File: config.mk
export PLATFORM = sky130hd
export DESIGN_NAME = imtrs_top
export DESIGN_NICKNAME = d
export VERILOG_FILES = /design/src/logic/imtrs_pkg.sv /design/src/logic/imtrs_sync.sv /design/src/logic/imtrs_tick.sv /design/src/logic/imtrs_top.sv
export SDC_FILE = /design/constraint.sdc
export NUM_CORES = 1
export LEC_CHECK = 0
export BUFFER_PORTS_ARGS = -buffer_cell sky130_fd_sc_hd__buf_2
export CAP_MARGIN = 10
export CORE_MARGIN = 10
export CORE_UTILIZATION = 50
export CTS_BUF_LIST = sky130_fd_sc_hd__clkbuf_4 sky130_fd_sc_hd__clkbuf_8 sky130_fd_sc_hd__clkbuf_16
export CTS_CLUSTER_SIZE = 24
export DETAILED_ROUTE_END_ITERATION = 6
export PLACE_DENSITY = 0.77
export SYNTH_ARGS = -nofsm -noshare
export SYNTH_HDL_FRONTEND = slang
export SYNTH_SLANG_ARGS = --single-unit
File: constraint.sdc
create_clock -name clk_sys -period 3.35 [get_ports clk_sys]
set_input_delay 0.67 -clock clk_sys [delete_from_list [all_inputs] [get_ports clk_sys]]
set_output_delay 0.67 -clock clk_sys [all_outputs]
set_load 0.005 [all_outputs]
File: src/logic/imtrs_pkg.sv
// Shared constants and types of the two-wire master sequencer.
package imtrs_pkg;

    // Register byte offsets on the bus.
    localparam logic [3:0] OFF_CTRL = 4'h0;
    localparam logic [3:0] OFF_STAT = 4'h4;
    localparam logic [3:0] OFF_DATA = 4'h8;

    // Bit positions inside the control register.
    localparam int CTRL_DONE_BIT = 7;
    localparam int CTRL_ACKEN_BIT = 6;
    localparam int CTRL_STA_BIT = 5;
    localparam int CTRL_STO_BIT = 4;
    localparam int CTRL_WC_BIT = 3;
    localparam int CTRL_EN_BIT = 2;

    // Status codes, prescaler bits taken as zero.
    localparam logic [7:0] STAT_START = 8'h08;
    localparam logic [7:0] STAT_REP_START = 8'h10;
    localparam logic [7:0] STAT_WADDR_ACK = 8'h18;
    localparam logic [7:0] STAT_WADDR_NACK = 8'h20;
    localparam logic [7:0] STAT_TXD_ACK = 8'h28;
    localparam logic [7:0] STAT_TXD_NACK = 8'h30;
    localparam logic [7:0] STAT_ARB_LOST = 8'h38;
    localparam logic [7:0] STAT_RADDR_ACK = 8'h40;
    localparam logic [7:0] STAT_RADDR_NACK = 8'h48;
    localparam logic [7:0] STAT_RXD_ACK = 8'h50;
    localparam logic [7:0] STAT_RXD_NACK = 8'h58;
    localparam logic [7:0] STAT_NONE = 8'hF8;

    // Reset values.
    localparam logic [7:0] DATA_RESET = 8'hFF;
    localparam logic [1:0] LINE_RESET = 2'h3;

    // Quarter of a bus bit period, and its length in system clocks.
    localparam int CLK_PERIOD_NS = 25;
    localparam int QUARTER_NS = 2500;
    localparam int QUARTER_CYC = (QUARTER_NS + CLK_PERIOD_NS - 1) / CLK_PERIOD_NS;

    typedef enum logic [2:0] {
        ST_IDLE,
        ST_WAIT,
        ST_START,
        ST_BIT,
        ST_STOP,
        ST_HOLD
    } imtrs_state_t;

    typedef struct packed {
        logic done;
        logic ackEn;
        logic start_request_column;
        logic stop_request_column;
        logic wc;
        logic en;
    } imtrs_ctrl_t;

    typedef struct packed {
        logic [1:0] meta;
        logic [1:0] stable;
    } imtrs_sync_t;

    typedef struct packed {
        logic [7:0] count;
        logic       tick;
    } imtrs_tick_t;

    typedef struct packed {
        imtrs_state_t state;
        logic [1:0]   qtr;
        logic [3:0]   bitCnt;
        logic [7:0]   shift;
        imtrs_ctrl_t  ctrl;
        logic [7:0]   status;
        logic [1:0]   presc;
        logic [7:0]   data;
        logic         busy;
        logic         sclPrev;
        logic         sdaPrev;
        logic         sclLow;
        logic         sdaLow;
        logic         addrPhase;
        logic         rxMode;
        logic         owner;
        logic         ackSeen;
        logic         waitReq;
        logic [7:0]   readData;
    } imtrs_core_t;

endpackage : imtrs_pkg

File: src/logic/imtrs_sync.sv
// Two-flop synchroniser for the clock and data lines of the serial bus.
`timescale 1ns/100ps
module imtrs_sync (
    input  wire logic       clk_sys,
    input  wire logic       reset,
    input  wire logic [1:0] lineIn,
    output logic [1:0]      lineOut
);
    imtrs_pkg::imtrs_sync_t r;
    imtrs_pkg::imtrs_sync_t n;

    // The first stage feeds only the second; idle lines reset high.
    always_comb begin
        n = r;
        n.meta = lineIn;
        n.stable = r.meta;
    end

    always_ff @(posedge clk_sys) begin
        if (reset) begin
            r <= {imtrs_pkg::LINE_RESET, imtrs_pkg::LINE_RESET};
        end else begin
            r <= n;
        end
    end

    assign lineOut = r.stable;
endmodule : imtrs_sync

File: src/logic/imtrs_tick.sv
// Quarter-bit tick generator that paces the START, bit and STOP sequences.
`timescale 1ns/100ps
module imtrs_tick (
    input  wire logic clk_sys,
    input  wire logic reset,
    output logic      tick
);
    localparam logic [7:0] LAST = 8'(imtrs_pkg::QUARTER_CYC - 1);
    imtrs_pkg::imtrs_tick_t r;
    imtrs_pkg::imtrs_tick_t n;

    // Free running, so a quarter may start short after idle; harmless on an idle bus.
    always_comb begin
        n = r;
        n.tick = (r.count == LAST);
        n.count = n.tick ? 8'h00 : r.count + 8'h01;
    end

    always_ff @(posedge clk_sys) begin
        if (reset) begin
            r <= '0;
        end else begin
            r <= n;
        end
    end

    assign tick = r.tick;
endmodule : imtrs_tick

File: src/logic/imtrs_top.sv
// Two-wire bus master sequencer with an Avalon-MM register slave.
`timescale 1ns/100ps
module imtrs_top (
    input  wire logic        clk_sys,
    input  wire logic        reset,
    input  wire logic [3:0]  avs_address,
    input  wire logic        avs_read,
    input  wire logic        avs_write,
    input  wire logic [31:0] avs_writedata,
    input  wire logic [3:0]  avs_byteenable,
    output logic [31:0]      avs_readdata,
    output logic             avs_waitrequest,
    input  wire logic        sclIn,
    output logic             sclOut,
    output logic             sclOeN,
    input  wire logic        sdaIn,
    output logic             sdaOut,
    output logic             sdaOeN
);
    import imtrs_pkg::*;
    imtrs_core_t r;
    imtrs_core_t n;
    logic [1:0]  lines;
    logic        tick;
    logic        sclS;
    logic        sdaS;
    logic        kick;
    logic        advance;
    logic        rxByte;
    logic [7:0]  rdSel;

    imtrs_sync i_imtrs_sync (
        .clk_sys (clk_sys),
        .reset   (reset),
        .lineIn  ({sclIn, sdaIn}),
        .lineOut (lines)
    );

    imtrs_tick i_imtrs_tick (
        .clk_sys (clk_sys),
        .reset   (reset),
        .tick    (tick)
    );

    assign sclS = lines[1];
    assign sdaS = lines[0];

    // A quarter step waits in the sampling quarter while a slave stretches the clock.
    assign advance = tick && !(r.qtr == 2'd2 && !sclS);
    assign rxByte = r.rxMode && !r.addrPhase;

    always_comb begin
        n = r;
        kick = 1'b0;
        rdSel = 8'h00;
        // Bus busy tracking from START and STOP seen on the synchronised lines.
        n.sclPrev = sclS;
        n.sdaPrev = sdaS;
        if (sclS && r.sclPrev && r.sdaPrev && !sdaS) begin
            n.busy = 1'b1;
        end else if (sclS && r.sclPrev && !r.sdaPrev && sdaS) begin
            n.busy = 1'b0;
        end
        // Register slave: answer one cycle after the request, act at the taking edge.
        if (r.waitReq && (avs_read || avs_write)) begin
            n.waitReq = 1'b0;
            if (avs_address == OFF_CTRL) begin
                rdSel[CTRL_DONE_BIT] = r.ctrl.done;
                rdSel[CTRL_ACKEN_BIT] = r.ctrl.ackEn;
                rdSel[CTRL_STA_BIT] = r.ctrl.start_request_column;
                rdSel[CTRL_STO_BIT] = r.ctrl.stop_request_column;
                rdSel[CTRL_WC_BIT] = r.ctrl.wc;
                rdSel[CTRL_EN_BIT] = r.ctrl.en;
            end else if (avs_address == OFF_STAT) begin
                rdSel = {r.status[7:3], 1'b0, r.presc};
            end else if (avs_address == OFF_DATA) begin
                rdSel = r.data;
            end
            n.readData = rdSel;
        end else if (!r.waitReq) begin
            n.waitReq = 1'b1;
            if (avs_write && avs_byteenable[0]) begin
                if (avs_address == OFF_CTRL) begin
                    n.ctrl.en = avs_writedata[CTRL_EN_BIT];
                    n.ctrl.ackEn = avs_writedata[CTRL_ACKEN_BIT];
                    n.ctrl.start_request_column = avs_writedata[CTRL_STA_BIT];
                    n.ctrl.stop_request_column = avs_writedata[CTRL_STO_BIT];
                    if (avs_writedata[CTRL_DONE_BIT]) begin
                        n.ctrl.done = 1'b0;
                        kick = 1'b1;
                    end
                end else if (avs_address == OFF_STAT) begin
                    n.presc = avs_writedata[1:0];
                end else if (avs_address == OFF_DATA) begin
                    if (r.ctrl.done) begin
                        n.data = avs_writedata[7:0];
                        n.ctrl.wc = 1'b0;
                    end else begin
                        n.ctrl.wc = 1'b1;
                    end
                end
            end
        end
        // Sequencer; it runs after the slave so a hardware set of done wins a clear.
        case (r.state)
            ST_IDLE: begin
                if (kick && n.ctrl.start_request_column) begin
                    n.state = ST_WAIT;
                end
            end
            ST_WAIT: begin
                if (!r.busy && tick) begin
                    n.state = ST_START;
                    n.qtr = 2'd0;
                end
            end
            ST_HOLD: begin
                if (kick) begin
                    n.qtr = 2'd0;
                    n.bitCnt = 4'h0;
                    if (r.status == STAT_ARB_LOST) begin
                        n.state = n.ctrl.start_request_column ? ST_WAIT : ST_IDLE;
                    end else if (r.rxMode && (r.status == STAT_RADDR_ACK
                                              || r.status == STAT_RXD_ACK)) begin
                        n.state = ST_BIT;
                    end else if (n.ctrl.stop_request_column) begin
                        n.state = ST_STOP;
                    end else if (n.ctrl.start_request_column) begin
                        n.state = ST_START;
                    end else begin
                        n.state = ST_BIT;
                        n.shift = n.data;
                        n.rxMode = r.addrPhase ? n.data[0] : 1'b0;
                    end
                end
            end
            ST_START: begin
                if (advance) begin
                    n.qtr = r.qtr + 2'd1;
                    if (r.qtr == 2'd0) begin
                        n.sdaLow = 1'b0;
                    end else if (r.qtr == 2'd1) begin
                        n.sclLow = 1'b0;
                    end else if (r.qtr == 2'd2) begin
                        n.sdaLow = 1'b1;
                    end else begin
                        n.sclLow = 1'b1;
                        n.ctrl.done = 1'b1;
                        n.status = r.owner ? STAT_REP_START : STAT_START;
                        n.owner = 1'b1;
                        n.addrPhase = 1'b1;
                        n.state = ST_HOLD;
                    end
                end
            end
            ST_BIT: begin
                if (advance) begin
                    n.qtr = r.qtr + 2'd1;
                    if (r.qtr == 2'd0) begin
                        n.sclLow = 1'b1;
                        if (r.bitCnt == 4'h8) begin
                            n.sdaLow = rxByte && r.ctrl.ackEn;
                        end else begin
                            n.sdaLow = !rxByte && !r.shift[7];
                        end
                    end else if (r.qtr == 2'd1) begin
                        n.sclLow = 1'b0;
                    end else if (r.qtr == 2'd2) begin
                        if (r.bitCnt == 4'h8) begin
                            n.ackSeen = !sdaS;
                        end else if (rxByte) begin
                            n.shift = {r.shift[6:0], sdaS};
                        end else if (!r.sdaLow && !sdaS) begin
                            // Another master drove low while we sent a one.
                            n.sclLow = 1'b0;
                            n.sdaLow = 1'b0;
                            n.owner = 1'b0;
                            n.ctrl.done = 1'b1;
                            n.status = STAT_ARB_LOST;
                            n.addrPhase = 1'b0;
                            n.state = ST_HOLD;
                        end else begin
                            n.shift = {r.shift[6:0], 1'b0};
                        end
                    end else begin
                        n.sclLow = 1'b1;
                        n.bitCnt = r.bitCnt + 4'h1;
                        if (r.bitCnt == 4'h8) begin
                            n.ctrl.done = 1'b1;
                            n.addrPhase = 1'b0;
                            n.state = ST_HOLD;
                            if (rxByte) begin
                                n.data = r.shift;
                                n.status = r.sdaLow ? STAT_RXD_ACK : STAT_RXD_NACK;
                            end else if (r.addrPhase && r.rxMode) begin
                                n.status = r.ackSeen ? STAT_RADDR_ACK : STAT_RADDR_NACK;
                            end else if (r.addrPhase) begin
                                n.status = r.ackSeen ? STAT_WADDR_ACK : STAT_WADDR_NACK;
                            end else begin
                                n.status = r.ackSeen ? STAT_TXD_ACK : STAT_TXD_NACK;
                            end
                        end
                    end
                end
            end
            ST_STOP: begin
                if (advance) begin
                    n.qtr = r.qtr + 2'd1;
                    if (r.qtr == 2'd0) begin
                        n.sclLow = 1'b1;
                        n.sdaLow = 1'b1;
                    end else if (r.qtr == 2'd1) begin
                        n.sclLow = 1'b0;
                    end else if (r.qtr == 2'd2) begin
                        n.sdaLow = 1'b0;
                    end else begin
                        n.ctrl.stop_request_column = 1'b0;
                        n.owner = 1'b0;
                        n.status = STAT_NONE;
                        n.state = n.ctrl.start_request_column ? ST_WAIT : ST_IDLE;
                    end
                end
            end
            default: begin
                n.state = ST_IDLE;
            end
        endcase
        // Disabling the interface drops the bus at once, mid-byte or not.
        if (!n.ctrl.en) begin
            n.state = ST_IDLE;
            n.sclLow = 1'b0;
            n.sdaLow = 1'b0;
            n.owner = 1'b0;
        end
    end

    // Registered state; lines released and status idle after reset.
    always_ff @(posedge clk_sys) begin
        if (reset) begin
            r <= '0;
            r.state <= ST_IDLE;
            r.status <= STAT_NONE;
            r.data <= DATA_RESET;
            r.sclPrev <= 1'b1;
            r.sdaPrev <= 1'b1;
            r.waitReq <= 1'b1;
        end else begin
            r <= n;
        end
    end

    // Open-drain pins only ever pull low, so the driven value is a constant zero.
    assign sclOut = 1'b0;
    assign sdaOut = 1'b0;
    assign sclOeN = !r.sclLow;
    assign sdaOeN = !r.sdaLow;
    assign avs_readdata = {24'h000000, r.readData};
    assign avs_waitrequest = r.waitReq;
endmodule : imtrs_top
==> impl_metrics.tcl <==
set metrics [dict create \
    numPortBuffers 29 \
    post_drt_via_cell_ratio 6.08 \
    grt_pass1_wl_mm 18.1 \
    cts_hold_buffers 0 \
    max_stage_delay_ps 710 \
    worstMarginPinSlew_ps 921 \
    grtUsageTotal_pct 17.0 \
    drv_cap 0 \
    synth_ff_type "dfxtp_1" \
    outcome "completed" \
    die_w_um 112 \
    antenna_found_initial 0 \
    start_kind "flop" \
    synth_area_sq_um 4200 \
    synth_top_area_share_pct 32.9 \
    post_cts_buffers 0 \
    start_util_pct 51.2 \
    hpwl_mm 8.02 \
    post-synth-top-area-cell "dfxtp_1" \
    core_region_area_sq_um 8220 \
    gp_congestion 0.917 \
    cp_data_arrival_time_ps 2820 \
    antennaDiodeCount 0 \
    crit_required_ps 3620 \
    routed_wirelength_mm 11.2 \
    path_class "flop to flop" \
    final_nets 584 \
    finalCritPeriodShare_pct 75.9 \
    rsz0062_at_grt "no" \
    drt_first_iter_violations 494 \
    cts_sinks 69 \
    synth_area_leaders "dfxtp_1 (33%), buf_4 (6.1%), and3_1 (4.3%)" \
    critPathLaunch "r[54]" \
    cpLargestDelayFamily "simple AND/OR/NAND/NOR gates" \
    worst_slack_ps 806 \
    synth_cell_types 66 \
    drive_gt1_share_pct 14.6 \
    leakage_nw 1.79 \
    first_pass_iters 5 \
    rows 33 \
    crit_chain "inv_1, ha_1, nor2_1, nand4_1, or4_1, and3_1, o21ai_0" \
    ys_warn_count 0 \
    cp.buffers_inverters 1 \
    post-route-min-period_ps 2540 \
    syn_area_per_cell_sq_um 8.04 \
    area_delta_synth_final_pct 5.57 \
    cts_tree "built" \
    worstHoldStart "i_imtrs_sync.n[1]" \
    slowest_stage "or4_1" \
    max_freq_mhz 393 \
    synth-edff-count 0 \
    cts_buffers 9 \
    grtUsageMet2_pct 27.2 \
    grt.busiest_layer "met2" \
    end_kind "flop" \
    irDropWorstVdd_mv 0.192 \
    hold_viol 0 \
    fillers 804 \
    dieArea_sq_um 12500 \
    placed_area_sq_um 4240 \
    met3_usage_pct 4.67 \
    relSlewSlack_pct 38.4 \
    setup_tns_ps 0 \
    cts_root_buf "clkbuf_8" \
    postLayoutCellArea_sq_um 4440 \
    path_clk_slew_ps 80 \
    place_ws_ps 586 \
    syn_inst 523 \
    setup_viol 0 \
    synth_top_cells_by_count "dfxtp_1 (69), nor2_1 (45), nand2_1 (39), buf_4 (34)" \
    p_per_area_nw_per_um2 369 \
    clockBufferDepth 2 \
    ant_nets 0 \
    cp_max_fo 15 \
    grt_max_degree 35 \
    htreeDepth 3 \
    clk_latency_ps 360 \
    layoutNonFillerInstCount 639 \
    cts_resized 0 \
    final.setup_skew_ps 11.7 \
    grt-ovfl-total 0 \
    avgRoutedWirePerCell_um 17.5 \
    dp_cells 623 \
    async_reset_ff_share_pct 0 \
    groute.layer.met1.usage_pct 21.2 \
    io_pins 83 \
    hold_path_class "flop to flop" \
    die_h_um 112 \
    yosysMostFrequentCell "dfxtp_1" \
    grt_pass1_vias 3653 \
    synth-seq-cells 69 \
    synth_seq_area_share_pct 32.9 \
    report.final.slew_viol_count 0 \
    route.vias.total 3883 \
    reg2reg_from "r[54]" \
    drc 0 \
]
-- worst paths after layout --
kind	endpoint	slack [ps]	depth (start not counted)
max	r[21]	810	7
min	i_imtrs_sync.lineOut[1]	410	1
max reg2reg	r[21]	810	7
min reg2reg	i_imtrs_sync.lineOut[1]	410	1
-- through the flow --
stage	utilization [%]	power [mW]	hold WS (ps)
finish	54.0	1.64	408
global route	54.0	1.69	423
CTS	54.0	1.64	408
detailed placement	51.6	0.958	394
global placement	51.6	0.955	394
floorplan	-	0.949	389
-- logic make-up (layout without fill, tap and decap cells) --
| family | count (synthesis) | count (layout) | synth area share (%) |
|---|---|---|---|
| AO/OA/AOI/OAI | 135 | 135 | 21.8 |
| XOR/XNOR | 6 | 6 | 1.25 |
| adder cells (fa/ha/maj) | 9 | 9 | 2.68 |
| buffers and inverters | 84 | 70 | 11.2 |
| flip-flops | 69 | 69 | 32.9 |
| multiplexers | 15 | 15 | 3.60 |
| other | 1 | 26 | 0.0892 |
| AND/OR/NAND/NOR | 204 | 204 | 26.6 |
-- placed cells by master, fill, tap and decap left out, types with 6 or more instances in the layout --
| cell type | count |
|---|---|
| a211oi_1 | 12 |
| a21oi_1 | 29 |
| a31oi_1 | 8 |
| and3_1 | 29 |
| buf_2 | 29 |
| buf_4 | 11 |
| clkbuf_8 | 9 |
| conb_1 | 26 |
| dfxtp_1 | 69 |
| ha_1 | 9 |
| inv_1 | 14 |
| mux2i_1 | 14 |
| nand2_1 | 39 |
| nand2b_1 | 8 |
| nand3_1 | 15 |
| nand3b_1 | 6 |
| nor2_1 | 45 |
| nor3_1 | 10 |
| nor3b_1 | 8 |
| o21a_1 | 6 |
| o21ai_0 | 22 |
| o31ai_1 | 13 |
| or2_2 | 10 |
-- sequential cells by signal, summed over array words and instances (netlist names) --
name	cells
avs_readdata	8
avs_waitrequest	1
i_imtrs_sync.lineOut	2
i_imtrs_sync.n	2
i_imtrs_tick.r	8
i_imtrs_tick.tick	1
r	47
-- where the power goes --
group	switching, mW	total (mW)	internal [mW]
Sequential	0.00940	0.844	0.835
Combinational	0.0607	0.0964	0.0357
Clock	0.351	0.699	0.348
Total	0.421	1.64	1.22
-- final cells by class --
class / instances / area, sq um / share of cell area, %
clock inverter: 7 / 73.8 / 1.66
inverter: 14 / 52.6 / 1.18
sequential: 69 / 1380 / 31.1
tap: 105 / 131 / 2.96
clock buffer: 9 / 124 / 2.79
multi-input combinational: 395 / 2450 / 55.1
timing repair buffer: 40 / 228 / 5.13
-- metal layers --
metal  wire [um]  part of all wire, %  vias to the layer above
met5           0                    0                        -
met4         211                  1.9                        0
met3         939                  8.4                       22
met2        5160                   46                      182
met1        4880                   44                     1824
li1            -                    -                     1855
Note: power is estimated with default switching activity, not from simulation.
